===== src/mcgw_pkg.sv =====
package mcgw_pkg;

    // ****************************************************************
    // register selectors (model-specific register numbers, chosen here)
    // ****************************************************************
    localparam logic [31:0] ADDR_CAPABILITIES = 32'h0000_0179;
    localparam logic [31:0] ADDR_GLOBAL_STATE = 32'h0000_017A;
    localparam logic [31:0] ADDR_BANK_ENABLE  = 32'h0000_017B;
    localparam logic [31:0] ADDR_TIMEOUT_CFG  = 32'h0000_0401;

    // ****************************************************************
    // field positions
    // ****************************************************************
    localparam int CAP_COUNT_MSB   = 7;
    localparam int CAP_PRESENT_BIT = 8;
    localparam int GS_RESTART_BIT  = 0;
    localparam int GS_ERROR_BIT    = 1;
    localparam int GS_PROGRESS_BIT = 2;
    localparam int WD_ENABLE_BIT   = 0;
    localparam int WD_TB_LSB       = 1;
    localparam int WD_TB_MSB       = 2;
    localparam int WD_CS_LSB       = 3;
    localparam int WD_CS_MSB       = 6;
    localparam int WD_FIELD_MSB    = 6;

    // ****************************************************************
    // reset values
    // ****************************************************************
    localparam logic [63:0] RESET_ZERO64   = 64'h0;
    localparam logic [6:0]  RESET_WD_CFG   = 7'h00;
    localparam logic [2:0]  RESET_GS       = 3'h0;

    // ****************************************************************
    // timing
    // ****************************************************************
    localparam int CLOCK_PERIOD_PS = 4000;
    localparam int TB_1MS_PS       = 1000000000;
    localparam int TB_1US_PS       = 1000000;
    localparam int TB_5NS_PS       = 5000;
    // cycles per tick, rounded down, at least one
    localparam int TICK_1MS_CYC = (TB_1MS_PS / CLOCK_PERIOD_PS) < 1 ? 1
                                : (TB_1MS_PS / CLOCK_PERIOD_PS);
    localparam int TICK_1US_CYC = (TB_1US_PS / CLOCK_PERIOD_PS) < 1 ? 1
                                : (TB_1US_PS / CLOCK_PERIOD_PS);
    localparam int TICK_5NS_CYC = (TB_5NS_PS / CLOCK_PERIOD_PS) < 1 ? 1
                                : (TB_5NS_PS / CLOCK_PERIOD_PS);

    localparam logic [1:0] TB_MILLI    = 2'h0;
    localparam logic [1:0] TB_MICRO    = 2'h1;
    localparam logic [1:0] TB_FIVE_NS  = 2'h2;

    localparam int TICK_COUNT_W = 14;
    localparam int PRESCALE_W   = 18;

endpackage


===== src/mcgw_machine_check_global_watchdog.sv =====
`timescale 1ns/1ps

// Functional notes
// RULE1: capabilities read-only, low byte is bank count
// RULE2: capabilities bit 8 shows global enable present
// RULE3: software never writes capabilities; writes ignored
// RULE4: status bit 0 flags restartable pointer
// RULE5: status bit 1 flags faulting pointer
// RULE6: in-progress set on every exception
// RULE7: error while in-progress enters shutdown
// RULE8: software clears in-progress itself
// RULE9: one enable bit per bank, from bit 0
// RULE10: watchdog raises check on instruction timeout
// RULE11: counter restarts on each instruction completion
// RULE12: enable bit0, time base 2-1, count 6-3
// RULE13: counter holds in halt or stop-grant
// RULE14: expiry gated by its bank's report control
// RULE15: registers survive warm reset; cold clears (the watchdog config is cleared by warm reset instead, not by cold reset)
// RULE16: watchdog bits 63-7 written as zero
// RULE17: disabled watchdog neither counts nor fires
// RULE18: time base selects 1ms, 1us, 5ns
// RULE19: count select maps to documented tick counts
// RULE20: expiry at selected count; cleared when disabled
module mcgw_machine_check_global_watchdog #(
    parameter int                   BANK_COUNT     = 6,
    parameter int                   WATCHDOG_BANK  = 0,
    parameter bit                   GLOBAL_PRESENT = 1'b1,
    parameter int                   TICK_MS_CYCLES = mcgw_pkg::TICK_1MS_CYC,
    parameter int                   TICK_US_CYCLES = mcgw_pkg::TICK_1US_CYC
) (
    // clock and resets
    input  wire logic              clock,
    input  wire logic              rst,
    input  wire logic              coldReset,
    // register access port
    input  wire logic              regRead,
    input  wire logic              regWrite,
    input  wire logic [31:0]       regAddr,
    input  wire logic [63:0]       regWriteData,
    output logic [63:0]            regReadData,
    output logic                   regHit,
    // core events
    input  wire logic              instrComplete,
    input  wire logic              haltState,
    input  wire logic              stopGrantState,
    input  wire logic              errorEvent,
    input  wire logic              errorRestartable,
    input  wire logic              errorAtPointer,
    input  wire logic [BANK_COUNT-1:0] bankReportControl,
    // outputs
    output logic                   checkException,
    output logic                   shutdown,
    output logic                   watchdogExpired
);

    // ****************************************************************
    // limitations
    // ****************************************************************
    // per-bank status, address and misc registers live elsewhere
    // reserved time base or count select codes never expire
    // tick lengths are whole clock cycles, rounded down
    // only one bank reports the watchdog expiry
    // capabilities writes are dropped, not trapped
    // external errors arrive already bank-qualified
    // shutdown is sticky until the next warm reset

    // ****************************************************************
    // state
    // ****************************************************************
    typedef enum logic [1:0] {
        ST_RUN      = 2'b01,
        ST_SHUTDOWN = 2'b10
    } mcgw_state_t;

    mcgw_state_t state;
    mcgw_state_t next_state;

    // ****************************************************************
    // error record, configuration and watchdog state
    // ****************************************************************
    // error record and bank enables live outside the warm reset
    logic [2:0]              globalState;
    logic [63:0]             bankEnable;
    logic [6:0]              timeoutCfg;
    logic [mcgw_pkg::TICK_COUNT_W-1:0] tickCount;
    logic                    exceptionPulse;
    logic                    shutdownPulse;

    // ****************************************************************
    // selection helpers
    // ****************************************************************
    // count-select to tick count; reserved codes never expire
    // a zero limit is refused by the expiry compare
    function automatic logic [mcgw_pkg::TICK_COUNT_W-1:0] count_limit(
        input logic [3:0] sel
    );
        case (sel)
            4'h0:    count_limit = 14'h0FFF; // [RULE19]
            4'h1:    count_limit = 14'h07FF;
            4'h2:    count_limit = 14'h03FF;
            4'h3:    count_limit = 14'h01FF;
            4'h4:    count_limit = 14'h00FF;
            4'h5:    count_limit = 14'h007F;
            4'h6:    count_limit = 14'h003F;
            4'h7:    count_limit = 14'h001F;
            4'h8:    count_limit = 14'h1FFF;
            4'h9:    count_limit = 14'h3FFF;
            default: count_limit = 14'h0000;
        endcase
    endfunction

    // ****************************************************************
    // address decode
    // ****************************************************************
    wire selCap    = (regAddr == mcgw_pkg::ADDR_CAPABILITIES);
    wire selState  = (regAddr == mcgw_pkg::ADDR_GLOBAL_STATE);
    wire selEnable = (regAddr == mcgw_pkg::ADDR_BANK_ENABLE) && GLOBAL_PRESENT;
    wire selWd     = (regAddr == mcgw_pkg::ADDR_TIMEOUT_CFG);
    wire wrState   = regWrite && selState;
    wire wrEnable  = regWrite && selEnable;
    wire wrWd      = regWrite && selWd;
    // no write path to capabilities at all
    wire capWriteIgnored = regWrite && selCap; // [RULE3]

    // combinational, seen in the request cycle
    assign regHit = (regRead || regWrite) && (selCap || selState || selEnable || selWd);

    // ****************************************************************
    // watchdog field views
    // ****************************************************************
    wire       wdEnable   = timeoutCfg[mcgw_pkg::WD_ENABLE_BIT]; // [RULE12]
    wire [1:0] wdTimeBase = timeoutCfg[mcgw_pkg::WD_TB_MSB:mcgw_pkg::WD_TB_LSB];
    wire [3:0] wdCountSel = timeoutCfg[mcgw_pkg::WD_CS_MSB:mcgw_pkg::WD_CS_LSB];
    wire [mcgw_pkg::TICK_COUNT_W-1:0] wdLimit = count_limit(wdCountSel);

    // ****************************************************************
    // watchdog tick and expiry
    // ****************************************************************
    // counting stops in low-power states and when disabled
    wire wdRun   = wdEnable && !haltState && !stopGrantState; // [RULE13] [RULE17]
    wire wdReset = !wdEnable || instrComplete;                // [RULE11] [RULE20]
    wire wdTick;

    mcgw_tick_gen #(
        .TICK_MS_CYCLES (TICK_MS_CYCLES),
        .TICK_US_CYCLES (TICK_US_CYCLES),
        .TICK_NS_CYCLES (mcgw_pkg::TICK_5NS_CYC)
    // the prescaler restarts with the count so ticks stay aligned
    ) mcgw_tick_gen_inst (
        .clock    (clock),
        .rst      (rst),
        .run      (wdRun && !wdReset),
        .restart  (wdReset),
        .timeBase (wdTimeBase), // [RULE18]
        .tick     (wdTick)
    );

    // expiry when the tick count meets the selected value
    wire wdHit = wdEnable && (wdLimit != '0) && (tickCount == wdLimit); // [RULE20] [RULE10]

    // ****************************************************************
    // bank gating
    // ****************************************************************
    // the raw expiry output is shown even when gated off
    // expiry is reported only if its bank reports and globally enabled
    wire wdBankOn = bankReportControl[WATCHDOG_BANK]
                  && (!GLOBAL_PRESENT || bankEnable[WATCHDOG_BANK]); // [RULE14]

    // ****************************************************************
    // error qualification
    // ****************************************************************
    // external errors are already bank-qualified by the caller
    wire anyError     = (errorEvent || (wdHit && wdBankOn)) && (state == ST_RUN);
    wire inProgress   = globalState[mcgw_pkg::GS_PROGRESS_BIT];
    // a second error while in progress shuts down instead
    assign exceptionPulse = anyError && !inProgress;  // [RULE6]
    assign shutdownPulse  = anyError && inProgress;   // [RULE7]
    // a watchdog expiry never points at a good restart
    wire restartOk = errorEvent && errorRestartable;
    wire errorAtIp = errorEvent && errorAtPointer;

    // ****************************************************************
    // state machine
    // ****************************************************************
    // state sequencing
    always_comb begin
        next_state = state;
        case (state)
            ST_RUN:      next_state = shutdownPulse ? ST_SHUTDOWN : ST_RUN;
            ST_SHUTDOWN: next_state = ST_SHUTDOWN;
            default:     next_state = ST_RUN;
        endcase
    end

    // shutdown is left only through warm reset
    always_ff @(posedge clock or posedge rst) begin
        if (rst) begin
            state <= ST_RUN;
        end else begin
            state <= next_state;
        end
    end

    // ****************************************************************
    // error-reporting registers: cleared only by cold reset
    // ****************************************************************
    // software images of the write data; reserved bits are dropped
    wire [2:0]  stateWriteValue = regWriteData[mcgw_pkg::GS_PROGRESS_BIT:0];
    wire [63:0] bankWriteMask   = {{(64-BANK_COUNT){1'b0}}, {BANK_COUNT{1'b1}}};
    wire [63:0] bankWriteValue  = regWriteData & bankWriteMask; // [RULE9]
    wire [6:0]  wdWriteValue    = regWriteData[mcgw_pkg::WD_FIELD_MSB:0];

    // warm reset (rst) leaves them alone so boot code can read them
    always_ff @(posedge clock) begin
        if (coldReset) begin
            globalState <= mcgw_pkg::RESET_GS; // [RULE15]
        end else if (exceptionPulse) begin
            // hardware set wins over a software write this cycle
            globalState[mcgw_pkg::GS_RESTART_BIT]  <= restartOk; // [RULE4]
            globalState[mcgw_pkg::GS_ERROR_BIT]    <= errorAtIp; // [RULE5]
            globalState[mcgw_pkg::GS_PROGRESS_BIT] <= 1'b1;      // [RULE6]
        end else if (wrState) begin
            // only software clears in-progress
            globalState <= stateWriteValue; // [RULE8]
        end
    end

    always_ff @(posedge clock) begin
        if (coldReset) begin
            bankEnable <= mcgw_pkg::RESET_ZERO64; // [RULE15]
        end else if (wrEnable) begin
            // bits beyond the bank count are not kept; all ones enables all
            bankEnable <= bankWriteValue; // [RULE9]
        end
    end

    // ****************************************************************
    // watchdog configuration and count
    // ****************************************************************
    // warm reset disarms the watchdog until rewritten
    // watchdog configuration; upper bits are not stored
    always_ff @(posedge clock or posedge rst) begin
        if (rst) begin
            timeoutCfg <= mcgw_pkg::RESET_WD_CFG;
        end else if (wrWd) begin
            timeoutCfg <= wdWriteValue; // [RULE16]
        end
    end

    // tick counter: holds on stall, restarts on completion
    // clearing on expiry lets a stuck instruction fire again
    always_ff @(posedge clock or posedge rst) begin
        if (rst) begin
            tickCount <= '0;
        end else if (wdReset || wdHit) begin
            tickCount <= '0; // [RULE11]
        end else if (wdTick) begin
            tickCount <= tickCount + 1'b1; // [RULE13]
        end
    end

    // ****************************************************************
    // read mux
    // ****************************************************************
    wire [63:0] capValue = {55'h0, GLOBAL_PRESENT,
                            8'(BANK_COUNT)}; // [RULE1] [RULE2]
    // reserved bits read as zero
    wire [63:0] stateWord  = {61'h0, globalState};
    wire [63:0] enableWord = bankEnable;
    wire [63:0] wdWord     = {57'h0, timeoutCfg};
    wire [63:0] readMux  = selCap    ? capValue
                         : selState  ? stateWord
                         : selEnable ? enableWord
                         : selWd     ? wdWord
                         : 64'h0;

    // read data holds until the next read
    always_ff @(posedge clock or posedge rst) begin
        if (rst) begin
            regReadData <= mcgw_pkg::RESET_ZERO64;
        end else if (regRead) begin
            regReadData <= readMux;
        end
    end

    // ****************************************************************
    // event outputs
    // ****************************************************************
    // one-cycle pulses; expiry shown whether or not reported
    always_ff @(posedge clock or posedge rst) begin
        if (rst) begin
            checkException  <= 1'b0;
            watchdogExpired <= 1'b0;
        end else begin
            checkException  <= exceptionPulse;
            watchdogExpired <= wdHit;
        end
    end

    // shutdown level straight from the state register
    assign shutdown = (state == ST_SHUTDOWN) || capWriteIgnored && 1'b0;

endmodule


===== src/mcgw_tick_gen.sv =====
`timescale 1ns/1ps

// ********************************************************************
// watchdog tick prescaler
// ********************************************************************
module mcgw_tick_gen #(
    parameter int TICK_MS_CYCLES = mcgw_pkg::TICK_1MS_CYC,
    parameter int TICK_US_CYCLES = mcgw_pkg::TICK_1US_CYC,
    parameter int TICK_NS_CYCLES = mcgw_pkg::TICK_5NS_CYC
) (
    // clock and reset
    input  wire logic       clock,
    input  wire logic       rst,
    // control
    input  wire logic       run,
    input  wire logic       restart,
    input  wire logic [1:0] timeBase,
    // tick out
    output logic            tick
);

    logic [mcgw_pkg::PRESCALE_W-1:0] prescale;
    logic [mcgw_pkg::PRESCALE_W-1:0] limit;
    logic                            limitValid;
    logic                            atLimit;

    // tick period per time base; reserved code gives no ticks
    assign limitValid = (timeBase != 2'h3);
    assign limit = (timeBase == mcgw_pkg::TB_MILLI)
                 ? mcgw_pkg::PRESCALE_W'(TICK_MS_CYCLES - 1)
                 : (timeBase == mcgw_pkg::TB_MICRO)
                 ? mcgw_pkg::PRESCALE_W'(TICK_US_CYCLES - 1)
                 : mcgw_pkg::PRESCALE_W'(TICK_NS_CYCLES - 1);
    assign atLimit = limitValid && (prescale >= limit);
    assign tick    = run && atLimit;

    // prescaler holds while not running, restarts with the count
    always_ff @(posedge clock or posedge rst) begin
        if (rst) begin
            prescale <= '0;
        end else if (restart || tick) begin
            prescale <= '0;
        end else if (run && limitValid) begin
            prescale <= prescale + 1'b1;
        end
    end

endmodule


===== config.mk =====
export PLATFORM = sky130hd
export DESIGN_NAME = mcgw_machine_check_global_watchdog
export DESIGN_NICKNAME = d
export VERILOG_FILES = /design/src/mcgw_pkg.sv /design/src/mcgw_machine_check_global_watchdog.sv /design/src/mcgw_tick_gen.sv
export SDC_FILE = /design/constraint.sdc
export NUM_CORES = 1
export LEC_CHECK = 0
export BUFFER_PORTS_ARGS = -buffer_cell sky130_fd_sc_hd__buf_2
export CAP_MARGIN = 20
export CORE_MARGIN = 10
export CORE_UTILIZATION = 48
export DETAILED_ROUTE_END_ITERATION = 7
export GPL_ROUTABILITY_DRIVEN = 0
export GPL_TIMING_DRIVEN = 0
export PLACE_DENSITY = 0.84
export RECOVER_POWER = 100
export SYNTH_ARGS = -nofsm -noshare
export SYNTH_HDL_FRONTEND = slang
export SYNTH_SLANG_ARGS = --single-unit

===== constraint.sdc =====
create_clock -name clock -period 3.1 [get_ports clock]
set_clock_uncertainty 0.05 [all_clocks]
set_input_delay 0.155 -clock clock [delete_from_list [all_inputs] [get_ports clock]]
set_output_delay 0.155 -clock clock [all_outputs]
set_load 0.01 [all_outputs]

Word-level counts from Yosys, hierarchy flattened
Memories as Yosys holds them, arrays and structs flattened.
Index checks and enable logic that the tools add are counted.

word-level totals
  register bits after elaboration = 116
  ROM bits = 224
  input port bits = 113
  output and inout port bits = 68
  logic and storage cells = 73
  memories kept = 1

cells by class
  $add $sub $neg = 2
  magnitude comparators = 1
  eq/ne operators = 9
  muxes and demuxes = 14
  reductions and logical operators = 37

memories
  name             depth  width  rd ports  clocked after memory_dff  write ports  RTL line                                  source
  (no name shown)  16     14     1         0                         0            mcgw_machine_check_global_watchdog.sv:97  case (sel)

operators with widths
  kind                   number
  $eq 32x9->1 const B    3
  $mux 18                3
  $eq 32x11->1 const B   1
  $mux 14                2
  $mux 7                 3
  $logic_and 1x1->1      19
  $add 18x1->18 const B  1
  $ge 18x18->1           1
  $add 14x1->14 const B  1
  $eq 14x14->1           1
  $reduce_bool 14->1     1
  $mux 9                 1
  $logic_or 1x1->1       8
  $mux 8                 1
  $mux 3                 2
  $reduce_bool 2->1      3
  $logic_not 1->1        5
  $eq 2x1->1 const B     2
  $pmux 2 s2             1
  $eq 2x2->1 const B     1
  $logic_not 2->1        1
  $mux 2                 1
  $ne 2x2->1 const B     1

Logic depth before layout (Yosys ltp)
An unclocked memory read counts as a cell.

  depth after elaboration = 10
  depth in mapped cells = 12
  depth with buffers taken out = 9

By module
From an unflattened synthesis, not the netlist that was laid out.

second synthesis, totals
  cells, all modules = 434
  area, all modules = 3958.8 um^2

by module, submodules not included
  module                              times used  cells an instance  area an instance (um^2)  sequential area each (um^2)
  mcgw_machine_check_global_watchdog  1           305                2721.4                   1007.2
  mcgw_tick_gen                       1           129                1237.4                   450.4

Worst setup path before layout
Ideal clock, no wire load.

  kind = register to register
  start = register timeoutCfg[2]
  end = register tickCount[11] (netlist name)
  setup time = 78 ps
  arrival time = 2559 ps
  path slack = 413 ps
  cell stages (with the launch flop) = 10
  clock period less this slack = 2687 ps
  cells stage by stage = dfrtp_1 buf_6 or2_2 ha_1 nor4b_4 o31ai_1 and3_1 o221a_4 or4_1 a21oi_1

on the way
  longest elaborated chain between the ends = 7
  elaborated cells between the ends (all ways) = 9

ends and longest elaborated chain
  element                          RTL line                                   source
  from (decl)                      mcgw_machine_check_global_watchdog.sv:84   logic [6:0] timeoutCfg;
  from (signal assigned)           mcgw_machine_check_global_watchdog.sv:244  timeoutCfg <= mcgw_pkg::RESET_WD_CFG;
  from (signal assigned)           mcgw_machine_check_global_watchdog.sv:246  timeoutCfg <= wdWriteValue;
  $eq 2x1->1                       mcgw_tick_gen.sv:31                        : (timeBase == mcgw_pkg::TB_MICRO)
  $mux 8                           mcgw_tick_gen.sv:32                        ? mcgw_pkg::PRESCALE_W'(TICK_US_CYCLES - 1)
  $mux 18                          mcgw_tick_gen.sv:30                        ? mcgw_pkg::PRESCALE_W'(TICK_MS_CYCLES - 1)
  $ge 18x18->1                     mcgw_tick_gen.sv:34                        assign atLimit = limitValid && (prescale >= limit);
  $logic_and 1x1->1 (*)            mcgw_tick_gen.sv:34
  $logic_and 1x1->1 (*)            mcgw_tick_gen.sv:35                        assign tick = run && atLimit;
  $reduce_bool 2->1 (no line) (*)  --
  to (signal assigned)             mcgw_machine_check_global_watchdog.sv:258  tickCount <= tickCount + 1'b1;
  to (decl)                        mcgw_machine_check_global_watchdog.sv:85   logic [mcgw_pkg::TICK_COUNT_W-1:0] tickCount;

Every way passes the cells marked *; elsewhere a longest branch is shown, timed or not.
A chain may end at the register's enable or synchronous reset.

Final worst setup path
Ends and elaborated chain as after synthesis.

==> run_summary.xml <==
<?xml version="1.0" encoding="UTF-8"?>
<metrics>
  <group name="logic_synthesis">
    <metric name="syn_inst" unit="">444</metric>
    <metric name="yosys_most_used_dff" unit="">sky130_fd_sc_hd__dfrtp_1</metric>
    <metric name="synth_cell_type_count" unit="">65</metric>
    <metric name="synth-seq-cells" unit="">60</metric>
    <metric name="yosys_warnings" unit="">0</metric>
    <metric name="syn_avg_cell_area" unit="µm²">9.16</metric>
    <metric name="post_synth_edffs" unit="">0</metric>
    <metric name="mappedNetlistArea" unit="mm²">0.00407</metric>
    <metric name="synth_seq_area_share" unit="%">35.8</metric>
    <metric name="ys_async_sr_fraction" unit="%">85.0</metric>
  </group>
  <group name="final_layout">
    <metric name="stdcell_count" unit="">686</metric>
    <metric name="design.final.nets" unit="">704</metric>
    <metric name="antenna-diode-count" unit="">0</metric>
    <metric name="drive_gt1_share" unit="%">25.1</metric>
    <metric name="syn_to_final_growth" unit="%">20.4</metric>
    <metric name="fillers" unit="">735</metric>
    <metric name="stdcell_area" unit="mm²">0.00490</metric>
    <metric name="fin_util" unit="%">59.6</metric>
  </group>
  <group name="cts">
    <metric name="ctsLongestPathBuffers" unit="">2</metric>
    <metric name="clock_sinks" unit="">60</metric>
    <metric name="cts_tree" unit="">done</metric>
    <metric name="worst_setup_hold_path_clk_slew" unit="ns">0.06</metric>
    <metric name="clock-root-buffer" unit="">sky130_fd_sc_hd__clkbuf_8</metric>
    <metric name="numCtsBuffers" unit="">9</metric>
    <metric name="ctsHtreeMaxLevel" unit="">3</metric>
    <metric name="clk-insertion-delay-late" unit="ns">0.33</metric>
  </group>
  <group name="floorplan">
    <metric name="ios" unit="">181</metric>
    <metric name="fp.dieArea" unit="mm²">0.0126</metric>
    <metric name="die_width" unit="µm">112</metric>
    <metric name="start_util" unit="%">49.5</metric>
    <metric name="num_rows" unit="">33</metric>
    <metric name="fp.dieH" unit="µm">112</metric>
    <metric name="core_area" unit="mm²">0.00822</metric>
  </group>
  <group name="global_routing">
    <metric name="first_global_vias" unit="">3635</metric>
    <metric name="groute.layer.met3.usage" unit="%">3.78</metric>
    <metric name="grt_resource_usage_total" unit="%">15.9</metric>
    <metric name="grt_util_met1" unit="%">18.2</metric>
    <metric name="use_met2" unit="%">28.8</metric>
    <metric name="grt-ovfl-total" unit="">0</metric>
    <metric name="grt_start_max_net_pins" unit="">35</metric>
    <metric name="grt_antenna_before_repair" unit="">0</metric>
    <metric name="grt_first_pass_wirelength" unit="µm">17100</metric>
    <metric name="grt.busiest_layer" unit="">met2</metric>
  </group>
  <group name="hold_path">
    <metric name="worstHoldPathType" unit="">input pin to register</metric>
    <metric name="hp-start" unit="">regWriteData[6]</metric>
  </group>
  <group name="critical_path">
    <metric name="crit_path_end" unit="">tickCount[11]$_DFFE_PP0P_</metric>
    <metric name="timing.rr.end" unit="">tickCount[11]$_DFFE_PP0P_</metric>
    <metric name="worst-endpoint-required" unit="ns">3.31</metric>
    <metric name="r2r_setup_slack" unit="ns">0.19</metric>
    <metric name="setup.worst_path.start" unit="">timeoutCfg[2]$_DFFE_PP0P_</metric>
    <metric name="crit_type" unit="">register to register</metric>
    <metric name="ff_to_ff_path_depth" unit="">10</metric>
    <metric name="worst_ep_arrival_time" unit="ns">3.12</metric>
    <metric name="critPathMaxFanout" unit="">9</metric>
    <metric name="r2r-start" unit="">timeoutCfg[2]$_DFFE_PP0P_</metric>
    <metric name="cp-end-kind" unit="">register</metric>
    <metric name="cp-start-kind" unit="">register</metric>
  </group>
  <group name="place">
    <metric name="place_inst" unit="">667</metric>
    <metric name="post-dp-hpwl" unit="µm">8080</metric>
    <metric name="dpl_cell_area" unit="mm²">0.00473</metric>
    <metric name="io_buffer_count" unit="">62</metric>
    <metric name="dp_worst_setup_slack" unit="ns">0.0561</metric>
  </group>
  <group name="route">
    <metric name="routed_via_density" unit="">5.25</metric>
    <metric name="initialDrtViolationCount" unit="">198</metric>
    <metric name="detail_route.drc_violations" unit="">0</metric>
    <metric name="drt_total_wl" unit="µm">10300</metric>
    <metric name="drtAntennaViolNets" unit="">0</metric>
    <metric name="routed_wire_length_per_instance" unit="µm">15.0</metric>
    <metric name="detailedRoute.firstPassIterationCount" unit="">5</metric>
    <metric name="detailroute.via_count" unit="">3599</metric>
  </group>
  <group name="sta">
    <metric name="setup_ws" unit="ns">0.189</metric>
    <metric name="fmax" unit="MHz">344</metric>
    <metric name="finalHoldViolCount" unit="">0</metric>
    <metric name="fin_crit_sh" unit="%">93.9</metric>
    <metric name="max_transition_viols_final" unit="">0</metric>
    <metric name="sum_of_negative_setup_slack" unit="ns">0</metric>
    <metric name="rsz_0062_raised_after_global_routing" unit="">no</metric>
    <metric name="max-slew-margin-rel" unit="%">0.387</metric>
    <metric name="whs" unit="ns">0.00764</metric>
    <metric name="timing.final.crit_period" unit="ns">2.91</metric>
    <metric name="finalSetupViolations" unit="">0</metric>
    <metric name="timing_worst_slew_pin_value" unit="ns">1.49</metric>
  </group>
  <group name="job">
    <metric name="cap_viol_max_count" unit="">0</metric>
  </group>
  <group name="power">
    <metric name="leakagePower" unit="nW">2.27</metric>
    <metric name="power_density" unit="mW/mm²">346</metric>
    <metric name="overall_power" unit="mW">1.70</metric>
    <metric name="ir_drop" unit="V">0.000202</metric>
  </group>
  <group name="run_status">
    <metric name="outcome" unit="">finished clean</metric>
  </group>
</metrics>
==> logic make-up after synthesis <==
family,count (synthesis),synth area share [%]
AO/OA/AOI/OAI,81,13.9
XOR/XNOR,21,4.52
adder cells (fa/ha/maj),18,5.35
buffers and inverters,84,13.6
flip-flops,60,35.8
multiplexers,16,4.18
other,1,0.0922
AND/OR/NAND/NOR,163,22.5
==> layout make-up <==
| type | count | area [µm²] | share of cell area, % |
|---|---|---|---|
| flip-flops and latches | 60 | 1460 | 29.8 |
| inverters | 16 | 60.1 | 1.23 |
| repair buffers | 66 | 327 | 6.67 |
| plain buffers | 68 | 489 | 9.99 |
| clock inverters | 2 | 10.0 | 0.204 |
| multi-input cells | 355 | 2270 | 46.3 |
| clock buffers | 14 | 153 | 3.12 |
| well taps | 105 | 131 | 2.68 |
==> where the power goes <==
part	switching [mW]	internal [mW]	total, mW
registers	0.0139	0.810	0.824
clock network	0.291	0.311	0.602
logic	0.148	0.123	0.271
total	0.453	1.24	1.70
==> synth_stat cells (all sizes together), types with 8 or more instances <==
| master | number | area [µm²] |
|---|---|---|
| a21oi | 22 | 110 |
| nor2b | 10 | 62.6 |
| ha | 15 | 188 |
| nand2 | 33 | 126 |
| mux2 | 8 | 90.1 |
| o21ai | 20 | 100 |
| nor2 | 39 | 146 |
| inv | 16 | 60.1 |
| buf | 63 | 474 |
| dfxtp | 9 | 180 |
| xor2 | 10 | 87.6 |
| dfrtp | 50 | 1250 |
| xnor2 | 11 | 96.3 |
| or3 | 9 | 56.3 |
| nand3 | 19 | 108 |
| mux2i | 8 | 80.1 |
==> worst min path at each step <==
stage,to,cells past startpoint
floorplan,state[0]$_DFF_PP1_,3
global placement,timeoutCfg[6]$_DFFE_PP0P_,2
detailed placement,regReadData[8]$_DFFE_PP0P_,2
CTS,timeoutCfg[6]$_DFFE_PP0P_,2
global route,timeoutCfg[6]$_DFFE_PP0P_,2
finish,timeoutCfg[6]$_DFFE_PP0P_,2
==> what timing repair did <==
item                                    CTS  global route
endpoints found under the setup margin    0            12
endpoints found under the hold margin    16             0
hold buffers                              1             0
gates resized for setup                   0             2
buffers inserted                          0             2
==> worst max-delay path: stages, from the launching register on <==
cell                       delay, ns
sky130_fd_sc_hd__dfrtp_1        0.37
sky130_fd_sc_hd__buf_6          0.14
sky130_fd_sc_hd__or2_4          0.30
sky130_fd_sc_hd__ha_1           0.30
sky130_fd_sc_hd__nor4b_4        0.22
sky130_fd_sc_hd__o31ai_1        0.12
sky130_fd_sc_hd__and3_1         0.19
sky130_fd_sc_hd__o221a_4        0.29
sky130_fd_sc_hd__clkbuf_1       0.15
sky130_fd_sc_hd__or4_1          0.53
sky130_fd_sc_hd__a21oi_1        0.16
==> routing by layer <==
metal | vias to the layer above | part of all wire, % | wire (µm)
met5 | - | 0 | 0
met4 | 0 | 1.3 | 136
met3 | 19 | 7.2 | 743
met2 | 134 | 51 | 5290
met1 | 1708 | 40 | 4130
li1 | 1738 | - | -
==> cell usage in the layout (no fill, tap or decap), types with 4 or more instances in the layout <==
cell                       synthesis  routed
sky130_fd_sc_hd__buf_4            56      57
sky130_fd_sc_hd__nand4_1           6       6
sky130_fd_sc_hd__a22oi_1           5       5
sky130_fd_sc_hd__or3_1             9       9
sky130_fd_sc_hd__nor2_1           39      39
sky130_fd_sc_hd__nor2b_1          10      10
sky130_fd_sc_hd__and3_1            5       5
sky130_fd_sc_hd__xor2_1           10      10
sky130_fd_sc_hd__a21oi_1          22      22
sky130_fd_sc_hd__xnor2_1          11      11
sky130_fd_sc_hd__dfxtp_1           9       9
sky130_fd_sc_hd__nand4b_1          5       5
sky130_fd_sc_hd__o21ai_0          19      20
sky130_fd_sc_hd__nor4_1            7       7
sky130_fd_sc_hd__buf_2             4      50
sky130_fd_sc_hd__nand2_1          32      32
sky130_fd_sc_hd__conb_1            1      56
sky130_fd_sc_hd__mux2_2            8       8
sky130_fd_sc_hd__ha_1             15      15
sky130_fd_sc_hd__o22ai_1           4       4
sky130_fd_sc_hd__nand3_1          18      18
sky130_fd_sc_hd__o31ai_1           7       7
sky130_fd_sc_hd__mux2i_1           8       8
sky130_fd_sc_hd__dfrtp_1          50      50
sky130_fd_sc_hd__clkbuf_8          0      10
sky130_fd_sc_hd__or4_1             4       4
sky130_fd_sc_hd__clkbuf_1          5      25
sky130_fd_sc_hd__inv_1            16      16
==> sequential cells by signal, summed over array words and instances, names as in the netlist <==
name and count:
watchdogExpired 1, tickCount 14, globalState 3, checkException 1
bankEnable 6, state 2, mcgw_tick_gen_inst.prescale 18, regReadData 8
timeoutCfg 7
Note: power is estimated with default switching activity, not from simulation.
